`config.mk`:
```
export PLATFORM = sky130hd
export DESIGN_NAME = mcec_top
export DESIGN_NICKNAME = d
export VERILOG_FILES = /design/src/mcec_pkg.sv /design/src/mcec_bank_class.sv /design/src/mcec_top.sv
export SDC_FILE = /design/constraint.sdc
export NUM_CORES = 1
export LEC_CHECK = 0
export BUFFER_PORTS_ARGS = -buffer_cell sky130_fd_sc_hd__buf_2
export CAP_MARGIN = 20
export CELL_PAD_IN_SITES_DETAIL_PLACEMENT = 0
export CELL_PAD_IN_SITES_GLOBAL_PLACEMENT = 1
export CORE_ASPECT_RATIO = 1.2
export CORE_MARGIN = 10
export CORE_UTILIZATION = 33
export CTS_BUF_LIST = sky130_fd_sc_hd__clkbuf_16
export CTS_CLUSTER_DIAMETER = 60
export CTS_CLUSTER_SIZE = 20
export DETAILED_ROUTE_END_ITERATION = 10
export GPL_TIMING_DRIVEN = 0
export PLACE_DENSITY_LB_ADDON = 0.1
export REMOVE_ABC_BUFFERS = 1
export SYNTH_ARGS = -nofsm -noshare
export SYNTH_HDL_FRONTEND = slang
export SYNTH_SLANG_ARGS = --single-unit
export TNS_END_PERCENT = 50
```
`constraint.sdc`:
```
create_clock -name clk -period 4 [get_ports clk]
set_clock_uncertainty 0.1 [all_clocks]
set_input_delay 0.4 -clock clk [delete_from_list [all_inputs] [get_ports clk]]
set_output_delay 0.4 -clock clk [all_outputs]
set_load 0.1 [all_outputs]
```
`src/mcec_pkg.sv`:
```
// Package with the register map, field positions and reset values of the classifier.
package mcec_pkg;

    // Number of error-reporting banks.
    localparam int          NB          = 4;
    localparam logic [1:0]  BANK_IDX_W1 = 2'h3;

    // Register byte addresses.
    localparam logic [7:0]  ADDR_CAP    = 8'h00;
    localparam logic [7:0]  ADDR_STATE  = 8'h04;
    localparam logic [7:0]  ADDR_EXT    = 8'h08;
    localparam logic [7:0]  ADDR_CLASS  = 8'h0C;
    localparam logic [7:0]  ADDR_BANK0  = 8'h10;

    // Global capability fields.
    localparam int          CAP_RECOV   = 24;
    localparam int          CAP_LOCAL   = 27;

    // Global check state fields.
    localparam int          ST_RESTART  = 0;
    localparam int          ST_LINKED   = 1;
    localparam int          ST_PROGRESS = 2;
    localparam int          ST_SHUTDOWN = 3;

    // Global extended control fields.
    localparam int          EXT_LOCAL_ON = 0;

    // Bank status fields; bits [15:0] hold the error code.
    localparam int          BS_VALID    = 31;
    localparam int          BS_OVER     = 30;
    localparam int          BS_UNCORR   = 29;
    localparam int          BS_ARMED    = 28;
    localparam int          BS_CORRUPT  = 25;
    localparam int          BS_RKIND    = 24;
    localparam int          BS_ACTION   = 23;

    // Severity class bits, one byte per bank in the class register.
    localparam int          CLASS_W     = 8;
    localparam int          CL_CORR     = 0;
    localparam int          CL_NONEN    = 1;
    localparam int          CL_FATAL    = 2;
    localparam int          CL_NOACT    = 3;
    localparam int          CL_UCR      = 4;
    localparam int          CL_OPT      = 5;
    localparam int          CL_REQ      = 6;
    localparam int          CL_LOST     = 7;

    // Reset values.
    localparam logic [31:0] RST_BANK    = 32'h0000_0000;
    localparam logic        RST_FLAG    = 1'b0;
    localparam logic [31:0] RST_RDATA   = 32'h0000_0000;

endpackage : mcec_pkg

```
`src/mcec_bank_class.sv`:
```
// Severity classifier for one bank status word.
module mcec_bank_class (
    // Status word and capability
    input  wire logic [31:0] status,
    input  wire logic        recov_on,
    // Class bits
    output logic      [7:0]  cls
);

    wire logic val  = status[mcec_pkg::BS_VALID];
    wire logic uc   = status[mcec_pkg::BS_UNCORR];
    wire logic en   = status[mcec_pkg::BS_ARMED];
    wire logic context_corrupt_flag  = status[mcec_pkg::BS_CORRUPT];
    wire logic s    = status[mcec_pkg::BS_RKIND];
    wire logic ar   = status[mcec_pkg::BS_ACTION];
    wire logic over = status[mcec_pkg::BS_OVER];

    wire logic unc_v = val & uc;
    wire logic rec_v = unc_v & recov_on;

    wire logic is_corr  = val & ~uc;
    wire logic no_rec   = unc_v & ~recov_on;
    wire logic is_noact = rec_v & ~context_corrupt_flag & ~s & ~ar;
    wire logic is_nonen = rec_v & ~en & ~is_noact;
    wire logic is_ucr   = rec_v & en & ~context_corrupt_flag;
    wire logic ctx_bad  = rec_v & en & context_corrupt_flag;

    // A recovery-kind clear with action-needed set is not a legal pair.
    wire logic illegal  = is_ucr & ~s & ar;

    assign cls[mcec_pkg::CL_CORR]  = is_corr;
    assign cls[mcec_pkg::CL_NONEN] = is_nonen;
    assign cls[mcec_pkg::CL_FATAL] = no_rec | ctx_bad | illegal;
    assign cls[mcec_pkg::CL_NOACT] = is_noact;
    assign cls[mcec_pkg::CL_UCR]   = is_ucr;
    assign cls[mcec_pkg::CL_OPT]   = is_ucr & s & ~ar;
    assign cls[mcec_pkg::CL_REQ]   = is_ucr & s & ar;
    assign cls[mcec_pkg::CL_LOST]  = val & over;

endmodule : mcec_bank_class

```
`src/mcec_top.sv`:
```
// Machine-check error classifier with bank status, global state and delivery.
//
// Added by the designer: the plain strobed port and the register offsets.

module mcec_top (
    // Clock and reset
    input  wire logic        clk,
    input  wire logic        resetn,
    // Register port
    input  wire logic [7:0]  reg_addr,
    input  wire logic [31:0] reg_wdata,
    input  wire logic        reg_wr,
    input  wire logic        reg_rd,
    output logic      [31:0] reg_rdata,
    // Capability straps
    input  wire logic        cap_recovery,
    input  wire logic        cap_local,
    // Error detectors
    input  wire logic        err_report,
    input  wire logic [1:0]  err_bank,
    input  wire logic [31:0] err_status,
    input  wire logic        err_restart_ok,
    input  wire logic        err_ip_linked,
    input  wire logic        err_local_ok,
    // Exception delivery and state
    output logic             check_exc_bcast,
    output logic             check_exc_local,
    output logic             check_in_progress,
    output logic             shutdown,
    output logic             fatal_pending
);

    // Byte address of a bank status register.
    function automatic logic [7:0] bank_addr(input logic [1:0] idx);
        bank_addr = mcec_pkg::ADDR_BANK0 + {4'h0, idx, 2'h0};
    endfunction : bank_addr

    // Merges a new report into a bank; an uncorrected report displaces a corrected one.
    function automatic logic [31:0] merge_status(input logic [31:0] old_st,
                                                 input logic [31:0] new_st);
        logic [31:0] res;
        res = new_st;
        res[mcec_pkg::BS_VALID] = 1'b1;
        if (old_st[mcec_pkg::BS_VALID]) begin
            if (old_st[mcec_pkg::BS_UNCORR] || !new_st[mcec_pkg::BS_UNCORR]) begin
                res = old_st;
            end
            res[mcec_pkg::BS_OVER] = 1'b1;
        end
        merge_status = res;
    endfunction : merge_status

    // Capability, global state and control flops.
    logic        cap_recov_reg;
    logic        cap_local_reg;
    logic        restart_reg;
    logic        restart_next;
    logic        linked_reg;
    logic        linked_next;
    logic        prog_reg;
    logic        prog_next;
    logic        shut_reg;
    logic        shut_next;
    logic        local_on_reg;
    logic        local_on_next;
    logic        bcast_reg;
    logic        bcast_next;
    logic        lexc_reg;
    logic        lexc_next;
    logic        fatal_reg;
    logic        fatal_next;
    logic [31:0] rdata_reg;
    logic [31:0] rdata_next;

    // Bank storage and classes.
    logic [31:0] bank_reg   [mcec_pkg::NB];
    logic [31:0] bank_next  [mcec_pkg::NB];
    logic [7:0]  bank_cls   [mcec_pkg::NB];
    logic [mcec_pkg::NB-1:0] bank_fatal;
    logic [7:0]  inc_cls;
    logic [31:0] inc_status;

    // Register decode.
    wire logic wr_state = reg_wr && (reg_addr == mcec_pkg::ADDR_STATE);
    wire logic wr_ext   = reg_wr && (reg_addr == mcec_pkg::ADDR_EXT);

    // Incoming report classification.
    assign inc_status = err_status | (32'h0000_0001 << mcec_pkg::BS_VALID);

    mcec_bank_class u_inc_class (
        .status   (inc_status),
        .recov_on (cap_recov_reg),
        .cls      (inc_cls)
    );

    // Armed uncorrected reports raise an exception, unless of the no-action class.
    wire logic inc_raise = err_report
                         && err_status[mcec_pkg::BS_UNCORR]
                         && err_status[mcec_pkg::BS_ARMED]
                         && !inc_cls[mcec_pkg::CL_NOACT];

    // After shutdown the core takes no further exceptions.
    wire logic exc_fire  = inc_raise && !shut_reg;
    wire logic recursion = exc_fire && prog_reg;
    wire logic deliver   = exc_fire && !prog_reg;
    wire logic use_local = cap_local_reg && local_on_reg && err_local_ok;

    assign bcast_next = deliver && !use_local;
    assign lexc_next  = deliver && use_local;

    // Hardware setting wins over a software write in the same cycle.
    assign prog_next    = deliver ? 1'b1
                        : wr_state ? reg_wdata[mcec_pkg::ST_PROGRESS]
                        : prog_reg;
    assign restart_next = deliver ? err_restart_ok
                        : wr_state ? reg_wdata[mcec_pkg::ST_RESTART]
                        : restart_reg;
    assign linked_next  = deliver ? err_ip_linked
                        : wr_state ? reg_wdata[mcec_pkg::ST_LINKED]
                        : linked_reg;
    assign shut_next    = shut_reg || recursion;
    assign local_on_next = wr_ext ? reg_wdata[mcec_pkg::EXT_LOCAL_ON] : local_on_reg;
    assign fatal_next   = |bank_fatal;

    // Per-bank status update and classification.
    genvar gi;
    generate
        for (gi = 0; gi < mcec_pkg::NB; gi++) begin : g_bank
            wire logic hw_hit = err_report && (err_bank == 2'(gi));
            wire logic sw_hit = reg_wr && (reg_addr == bank_addr(2'(gi)));

            // Detector reports win over a software clear.
            assign bank_next[gi] = hw_hit ? merge_status(bank_reg[gi], err_status)
                                 : sw_hit ? reg_wdata
                                 : bank_reg[gi];

            always_ff @(posedge clk or negedge resetn) begin
                if (!resetn) begin
                    bank_reg[gi] <= mcec_pkg::RST_BANK;
                end else begin
                    bank_reg[gi] <= bank_next[gi];
                end
            end

            mcec_bank_class u_class (
                .status   (bank_reg[gi]),
                .recov_on (cap_recov_reg),
                .cls      (bank_cls[gi])
            );

            assign bank_fatal[gi] = bank_cls[gi][mcec_pkg::CL_FATAL];
        end
    endgenerate

    // Read data selection; unmapped addresses read as zero.
    always_comb begin
        rdata_next = mcec_pkg::RST_RDATA;
        if (reg_addr == mcec_pkg::ADDR_CAP) begin
            rdata_next[mcec_pkg::CAP_RECOV] = cap_recov_reg;
            rdata_next[mcec_pkg::CAP_LOCAL] = cap_local_reg;
            rdata_next[7:0] = 8'(mcec_pkg::NB);
        end else if (reg_addr == mcec_pkg::ADDR_STATE) begin
            rdata_next[mcec_pkg::ST_RESTART]  = restart_reg;
            rdata_next[mcec_pkg::ST_LINKED]   = linked_reg;
            rdata_next[mcec_pkg::ST_PROGRESS] = prog_reg;
            rdata_next[mcec_pkg::ST_SHUTDOWN] = shut_reg;
        end else if (reg_addr == mcec_pkg::ADDR_EXT) begin
            rdata_next[mcec_pkg::EXT_LOCAL_ON] = local_on_reg;
        end else if (reg_addr == mcec_pkg::ADDR_CLASS) begin
            rdata_next = {bank_cls[3], bank_cls[2], bank_cls[1], bank_cls[0]};
        end else begin
            for (int i = 0; i < mcec_pkg::NB; i++) begin
                if (reg_addr == bank_addr(2'(i))) begin
                    rdata_next = bank_reg[i];
                end
            end
        end
        if (!reg_rd) begin
            rdata_next = mcec_pkg::RST_RDATA;
        end
    end

    // Capability straps are followed every cycle.
    always_ff @(posedge clk or negedge resetn) begin
        if (!resetn) begin
            cap_recov_reg <= mcec_pkg::RST_FLAG;
            cap_local_reg <= mcec_pkg::RST_FLAG;
        end else begin
            cap_recov_reg <= cap_recovery;
            cap_local_reg <= cap_local;
        end
    end

    always_ff @(posedge clk or negedge resetn) begin
        if (!resetn) begin
            restart_reg <= mcec_pkg::RST_FLAG;
            linked_reg  <= mcec_pkg::RST_FLAG;
            prog_reg    <= mcec_pkg::RST_FLAG;
            shut_reg    <= mcec_pkg::RST_FLAG;
        end else begin
            restart_reg <= restart_next;
            linked_reg  <= linked_next;
            prog_reg    <= prog_next;
            shut_reg    <= shut_next;
        end
    end

    always_ff @(posedge clk or negedge resetn) begin
        if (!resetn) begin
            local_on_reg <= mcec_pkg::RST_FLAG;
            bcast_reg    <= mcec_pkg::RST_FLAG;
            lexc_reg     <= mcec_pkg::RST_FLAG;
            fatal_reg    <= mcec_pkg::RST_FLAG;
            rdata_reg    <= mcec_pkg::RST_RDATA;
        end else begin
            local_on_reg <= local_on_next;
            bcast_reg    <= bcast_next;
            lexc_reg     <= lexc_next;
            fatal_reg    <= fatal_next;
            rdata_reg    <= rdata_next;
        end
    end

    assign reg_rdata         = rdata_reg;
    assign check_exc_bcast   = bcast_reg;
    assign check_exc_local   = lexc_reg;
    assign check_in_progress = prog_reg;
    assign shutdown          = shut_reg;
    assign fatal_pending     = fatal_reg;
endmodule : mcec_top

```
# After elaboration in Yosys (flattened, before gate mapping)
# Index checks and enable logic that the tools add are counted.
# totals
reg_bits,170
input_bits,84
word_cells,225
# classes
n_eq_ne,14
muxes,38
bitwise_logic,112
n_reduce_logical,42
# ops
cell,n
2-to-1 mux 32 bit,14
2-to-1 mux 31 bit,5
2-to-1 mux 30 bit,4
AND 1 bit,76
== test 8 x 5 -> 1 bit (second input constant),4
2-to-1 mux 28 bit,1
NOT 1 bit,28
logical AND 1 bit,20
== test 8 x 4 -> 1 bit (second input constant),2
2-to-1 mux 16 bit,1
!= test 3 bit (second input constant),4
nonzero test 2 bit,5
2-to-1 mux 1 bit,9
== test 8 x 3 -> 1 bit (second input constant),1
zero test 8 bit,1
2-to-1 mux 4 bit,2
2-to-1 mux 8 bit,1
OR 1 bit,8
AND reduction 2 bit,4
zero test 1 bit,5
logical OR 1 bit,5
== test 2 bit (second input constant),2
OR reduction 4 bit,1
== test 2 x 1 -> 1 bit (second input constant),1
2 further kinds,2

# Depth between registers and ports, before layout
# Gate-level depths: netlist of the first run.
# depth
word_depth,12
depth_mapped,7
ltp_nobuf,4

# By module
# A second synthesis of the first run with hierarchy kept.
# hier_totals
cells_unflattened,1047
hier_area_um2,10043.4
# modules_own_cells
module,instances,cells_each,area_each_um2,seq_area_each_um2
mcec_top,1,942,9380.2,4254.1
mcec_bank_class,5,21,132.6,0.0

# Worst setup path after synthesis of the first run
# Ideal clock, no wire load.
# synth_path
kind,in2reg
start,input port reg_addr[1]
end,register bank_reg[78] (netlist bit)
setup_ns,0.125
arrival_time_ns,1.888
required_ns,3.775
slack_ns,1.887
cell_stages,6
n_path_buf,2
cell_sequence,clkbuf_1 nor3_2 nand4_1 mux2i_1 buf_4 mux2_2
# synth_between
elab_chain_len,4
# synth_lines
element,line,text
"start, declared",mcec_top.sv:10,"input wire logic [7:0] reg_addr,"
== test 8 x 5 -> 1 bit,mcec_top.sv:130,wire logic sw_hit = reg_wr && (reg_addr == bank_addr(2'(gi)));
logical AND 1 bit,mcec_top.sv:130,
nonzero test 2 bit (no line),-,
AND reduction 2 bit (no line),-,
"end signal, assigned by index",mcec_top.sv:139,bank_reg[gi] <= mcec_pkg::RST_BANK;
"end signal, assigned by index",mcec_top.sv:141,bank_reg[gi] <= bank_next[gi];
"end, declared",mcec_top.sv:76,logic [31:0] bank_reg [mcec_pkg::NB];
# No other way between the ends.
# A chain may end at the register's enable or synchronous reset.

# Worst setup path in the final report of the first run
# layout_path
start,input port reg_addr[4]
end,register bank_reg[81] (netlist bit)
# Same word-level chain as after synthesis.

==> impl_metrics.env, run 1 <==
export IMPL_grt_setup_unrepaired="no"
export IMPL_root_buffer="clkbuf_16"
export IMPL_hold_viol_final=0
export IMPL_synth_edf_count=0
export IMPL_antenna_found_initial=4
export IMPL_placement_io_buffers=119
export IMPL_crit_chain="buf_2, nor4b_4, nand4_1, mux2i_4, buf_12, mux2_2"
export IMPL_routed_wl_mm=34.0
export IMPL_dpl_cell_count=1371
export IMPL_fp_dieW_um=177
export IMPL_cts_made_buffers=17
export IMPL_numClockSinks=170
export IMPL_holdBufCountCts=3
export IMPL_preCtsSetupSlack_ns=0.401
export IMPL_min_period_over_period_pct=78.6
export IMPL_cp_arrival_ns=3.36
export IMPL_fillers=2921
export IMPL_finalMaxSlewViolations=0
export IMPL_clk_pin_slew_ns=0.07
export IMPL_grt_pass1_wl_mm=51.3
export IMPL_critPathKind="in2reg"
export IMPL_synth_area_per_cell_um2=10.7
export IMPL_drc=0
export IMPL_first_pass_iters=5
export IMPL_largest_reg_flops=128
export IMPL_critPathLaunchType="primary input"
export IMPL_seq_area_frac_synth_pct=43.8
export IMPL_place_congestion=0.786
export IMPL_final_cells=1409
export IMPL_cts_resized=0
export IMPL_clk_path_buf_depth=2
export IMPL_yosysWarningCount=0
export IMPL_finalWorstSetupSlack_ns=0.858
export IMPL_hold_class="in2reg"
export IMPL_synth_cells=910
export IMPL_vias=7527
export IMPL_worst_setup_path_end_kind="flop"
export IMPL_gr_total_overflow=0
export IMPL_relSlewSlack_pct=27.5
export IMPL_crit_path_max_incr_delay_ns=0.82
export IMPL_yosysUniqueCellTypes=66
export IMPL_ys_ff_latch=170
export IMPL_async_reset_ff_share_pct=100
export IMPL_layout_drive_gt1_share_pct=31.8
export IMPL_dpl_hpwl_mm=22.7
export IMPL_avgRoutedWirePerCell_um=24.1
export IMPL_tightest_slew_ns=1.09
export IMPL_grt_max_degree=99
export IMPL_reg2reg_slack_ns=1.71
export IMPL_fin_nets=1093
export IMPL_rows=68
export IMPL_required_ns=4.22
export IMPL_track_usage_pct=18.5
export IMPL_netlist_area_um2=9700
export IMPL_ant_nets=0
export IMPL_grt_pass1_vias=7809
export IMPL_initial_core_util_pct=33.5
export IMPL_worstSkewPairLatency_ns=0.44
export IMPL_area_growth_pct=18.8
export IMPL_maxCapViolations=0
export IMPL_irDropWorstVdd_v=0.000208
export IMPL_post_cts_buffers=0
export IMPL_pwr_density_cell_nw_per_um2=503
export IMPL_core_um2=28900
export IMPL_htreeDepth=4
export IMPL_fmax_mhz=318
export IMPL_synth_ff_type="dfrtp_1"
export IMPL_period_needed_ns=3.14
export IMPL_crit_fanout=17
export IMPL_cpMaxStageDelayCell="mux2i_4"
export IMPL_finalSetupViolCount=0
export IMPL_num_io_pins=121
export IMPL_status="finished clean"
export IMPL_drt_vias_per_instance=5.34
export IMPL_cts_tree="done"
export IMPL_dieArea_um2=36700
export IMPL_fp_dieH_um=208
export IMPL_p_leak_nw=5.28
export IMPL_initialDrtViolationCount=596
[worst paths after layout]
kind,cells after the start,to,startpoint
setup / recovery,6,bank_reg[81],reg_addr[4]
hold reg to reg,1,bank_reg[26],bank_reg[26]
min in group asynchronous,2,bank_reg[105],resetn
hold / removal,3,check_exc_local,err_local_ok
max in group asynchronous,3,reg_rdata[31],resetn
setup reg to reg,4,bank_reg[115],bank_reg[127]
[power breakdown]
group	switching [W]	total (W)	internal, W
clock	0.000778	0.00159	0.000808
combinational	0.000721	0.00150	0.000781
sequential	0.000404	0.00271	0.00231
total	0.00190	0.00580	0.00390
[cell usage after synthesis (6+ instances only)]
cell type / count / area (um2)
dfrtp_1: 170 / 4250
nand2_1: 112 / 420
mux2_2: 105 / 1180
mux2i_1: 69 / 691
nor2_1: 49 / 184
o21ai_0: 38 / 190
clkbuf_1: 36 / 135
mux2_1: 34 / 383
mux2_4: 29 / 435
inv_1: 26 / 97.6
nor3_1: 24 / 120
a211oi_1: 23 / 173
a21oi_1: 21 / 105
buf_2: 15 / 75.1
nand3_1: 14 / 70.1
nand4_1: 12 / 75.1
nor2b_1: 10 / 62.6
nand2b_1: 8 / 50.1
nor4b_1: 8 / 70.1
a31oi_1: 7 / 43.8
a221oi_1: 6 / 52.6
a22oi_1: 6 / 45.0
buf_6: 6 / 67.6
[worst max-delay path, delay by kind of cell]
| kind | cells | cell delay [ns] |
|---|---|---|
| buffers and inverters | 2 | 0.69 |
| multiplexers | 2 | 1.18 |
| AND/OR/NAND/NOR | 2 | 1.05 |
[cell usage in the layout, fill, tap and decap left out, drive strengths merged, types with 5 or more instances in the layout]
| master | count |
|---|---|
| a22oi | 6 |
| a211oi | 23 |
| dfrtp | 170 |
| mux2i | 69 |
| nor2b | 10 |
| o21ai | 39 |
| mux2 | 168 |
| clkinv | 7 |
| a221oi | 6 |
| a21oi | 21 |
| nand2 | 112 |
| nand2b | 8 |
| nor2 | 50 |
| clkbuf | 17 |
| nor4b | 9 |
| and2 | 5 |
| buf | 140 |
| inv | 32 |
| nor3 | 25 |
| nand3 | 15 |
| a31oi | 7 |
| nand4 | 13 |
| o32ai | 5 |
[per-layer routing]
layer  GRT usage, %  wire length, um  vias up
met5              0               21        -
li1               -                -     3501
met4           3.91              239        4
met3           3.35             1260       14
met1           24.8            15800     3844
met2           30.3            16700      164
[final cells by class]
cell class              instances  area, um2  area share (%)
repair buffers                143       1050            9.09
multi-input cells             651       5100            44.2
inverters                      26       97.6           0.847
clock inverters                15        118            1.02
well taps                     385        482            4.18
clock buffers                  17        425            3.69
diodes                          2       5.00          0.0434
flip-flops and latches        170       4250            36.9
[metrics by stage]
step / util [%] / cell area [um2] / TNS, ns / total power, W / hold WS [ns]
after CTS: 39.8 / 11500 / 0 / 0.00586 / 0.0950
after detailed placement: 37.8 / 10900 / 0 / 0.00425 / 0.373
after global routing: 39.8 / 11500 / 0 / 0.00615 / 0.114
after global placement: 36.2 / 10500 / -496.84 / 0.00419 / 0.365
after floorplan: - / 9390 / -12.01 / 0.00369 / 0.00441
final: 39.8 / 11500 / 0 / 0.00580 / 0.120
[kinds of logic (layout without fill, tap and decap cells)]
group	count (synthesis)	count (layout)	share of synthesized area, %
and+or+nand+nor	271	271	13.8
muxes	241	241	28.7
DFF	170	170	43.8
AOI/OAI and AO/OA	139	139	9.45
buffers and inverters	89	201	4.26
other	0	2	0
Note: power is estimated with default switching activity, not from simulation.
==> run 2: changes to the inputs <==
- ABC_AREA: unset -> 1
- clock period: 4 -> 2.7 ns (I/O delays scaled with it)
==> impl_metrics.env, run 2 <==
export IMPL_synth_area_per_cell_um2=7.30
export IMPL_final_cell_mix="nand2_1, o21ai_0, inv_1, dfrtp_1, buf_2"
export IMPL_async_reset_ff_share_pct=100
export IMPL_hold_ws_ns=0.0446
export IMPL_fp_dieW_um=175
export IMPL_avgRoutedWirePerCell_um=20.1
export IMPL_tightest_slew_ns=1.19
export IMPL_maxCapViolations=0
export IMPL_core_um2=28700
export IMPL_synth_area_leaders="dfrtp_1, nand2_1, o21ai_0"
export IMPL_area_growth_pct=16.4
export IMPL_crit_fanout=18
export IMPL_fin_nets=1482
export IMPL_status="finished clean"
export IMPL_num_io_pins=121
export IMPL_clk_pin_slew_ns=0.07
export IMPL_post_cts_buffers=0
export IMPL_dieArea_um2=36200
export IMPL_finalSetupViolCount=0
export IMPL_synth_edf_count=0
export IMPL_finalSetupTns_ns=0
export IMPL_antenna_cells=0
export IMPL_antenna_found_initial=3
export IMPL_crit_start="reg_addr[0]"
export IMPL_initial_core_util_pct=33.4
export IMPL_final_common_cell="nand2_1"
export IMPL_reg2reg_from="bank_reg[125]"
export IMPL_min_delay_start="reg_wdata[2]"
export IMPL_yosysWarningCount=0
export IMPL_numClockSinks=170
export IMPL_yosys_area_share_simple_pct=22.2
export IMPL_vias=8874
export IMPL_hold_viol_final=0
export IMPL_routed_wl_mm=36.1
export IMPL_ant_nets=0
export IMPL_place_congestion=0.783
export IMPL_rows=68
export IMPL_netlist_top_cell_by_area="dfrtp_1"
export IMPL_grt_setup_unrepaired="no"
export IMPL_root_buffer="clkbuf_16"
export IMPL_hold_class="in2reg"
export IMPL_synth_compound_area_share_pct=21.8
export IMPL_htreeDepth=4
export IMPL_critPathLaunchType="primary input"
export IMPL_reg2reg_slack_ns=0.44
export IMPL_finalMaxSlewViolations=0
export IMPL_grt_pass1_wl_mm=52.9
export IMPL_drt_vias_per_instance=4.94
export IMPL_period_needed_ns=2.54
export IMPL_relSlewSlack_pct=19.7
export IMPL_drc=0
export IMPL_initialDrtViolationCount=669
export IMPL_placement_io_buffers=119
export IMPL_cts_tree="done"
export IMPL_first_pass_iters=8
export IMPL_clk_path_buf_depth=2
export IMPL_synthMuxAreaShare_pct=0
export IMPL_largest_reg_flops=128
export IMPL_synth_top_family_by_area="simple AND/OR/NAND/NOR gates"
export IMPL_synth_cells=1310
export IMPL_netlist_area_um2=9570
export IMPL_ys_ff_latch=170
export IMPL_seq_area_frac_synth_pct=44.5
export IMPL_critPathKind="in2reg"
export IMPL_fillers=3147
export IMPL_irDropWorstVdd_v=0.000341
export IMPL_synth_ff_type="dfrtp_1"
export IMPL_cts_made_buffers=17
export IMPL_fp_dieH_um=207
export IMPL_netlist_area_leader_share_pct=44.5
export IMPL_synth_xor_area_share_pct=0
export IMPL_fmax_mhz=394
export IMPL_min_period_over_period_pct=94.1
export IMPL_required_ns=2.96
export IMPL_pwr_density_cell_nw_per_um2=616
export IMPL_cp_arrival_ns=2.80
export IMPL_yosysUniqueCellTypes=35
export IMPL_track_usage_pct=19.2
export IMPL_synth_common_cells="nand2_1, o21ai_0, inv_1, dfrtp_1, o21ai_1"
export IMPL_layout_drive_gt1_share_pct=16.1
export IMPL_synthAdderAreaFrac_pct=0
export IMPL_grt_max_degree=111
export IMPL_worstSkewPairLatency_ns=0.45
export IMPL_yosysMostFrequentCell="nand2_1"
export IMPL_gr_total_overflow=0
export IMPL_dpl_hpwl_mm=20.1
export IMPL_worst_setup_path_end_kind="flop"
export IMPL_grt_pass1_vias=8661
export IMPL_p_leak_nw=5.54
## run 2: final timing paths
path | endpoint | cells past startpoint
worst min-delay path | check_in_progress | 3
worst max-delay path | reg_rdata[7] | 9
worst min register to register | restart_reg | 2
max in group asynchronous | bank_reg[50] | 3
worst max register to register | bank_reg[111] | 4
min in group asynchronous | bank_reg[105] | 2
## run 2: kinds of logic (layout without fill, tap and decap cells)
family | count (synthesis) | in the layout
AO/OA/AOI/OAI | 365 | 371
flip-flops | 170 | 170
buffers and inverters | 261 | 353
AND/OR/NAND/NOR | 514 | 517
## run 2: layout make-up
class | count | area, um2 | share of cell area, %
clock inverters | 15 | 128 | 1.15
repair inverters | 1 | 7.51 | 0.0674
well taps | 385 | 482 | 4.33
multi-input cells | 888 | 4370 | 39.3
clock buffers | 17 | 425 | 3.82
repair buffers | 129 | 746 | 6.70
flip-flops and latches | 170 | 4250 | 38.2
inverters | 191 | 721 | 6.47
## run 2: layer usage
layer  GRT usage, %  share of wire (%)  vias up
met3           3.34                4.6       46
met2           32.4                 48      219
met1           25.0                 45     4240
met5              0              0.094        -
li1               -                  -     4363
met4           5.12                2.1        6
## run 2: metrics by stage
step	util [%]	power [W]	setup WS [ns]	cell area, um2	cells
finish	38.8	0.00686	0.159	11100	1796
global route	38.8	0.00724	0.00811	11100	1796
CTS	38.5	0.00690	-0.0165	11000	1789
detailed placement	36.2	0.00444	-0.597	10400	1746
global placement	35.8	0.00442	-1.84	10300	1744
floorplan	-	0.00399	0.0560	9170	1240
## run 2: what timing repair did
| action | 4_1_cts | 5_1_grt |
|---|---|---|
| pin swaps | 0 | 3 |
| hold buffers | 7 | 0 |
| endpoints found under the hold margin | 68 | 0 |
| endpoints found under the setup margin | 62 | 85 |
| gates cloned | 4 | 6 |
| resized for setup | 4 | 4 |
## run 2: worst max-delay path, stage by stage
cell and delay, ns:
buf_2 0.11, inv_1 0.04, nand2_1 0.18, nor2_2 0.09
nand2_1 0.74, clkinvlp_4 0.58, o21ai_0 0.39, o21ai_0 0.20
nor2_1 0.17
## run 2: power breakdown
group / switching (W) / total [W] / internal (W)
Combinational: 0.000851 / 0.00125 / 0.000403
Sequential: 0.000239 / 0.00318 / 0.00294
Clock: 0.00115 / 0.00242 / 0.00127
Total: 0.00224 / 0.00686 / 0.00462
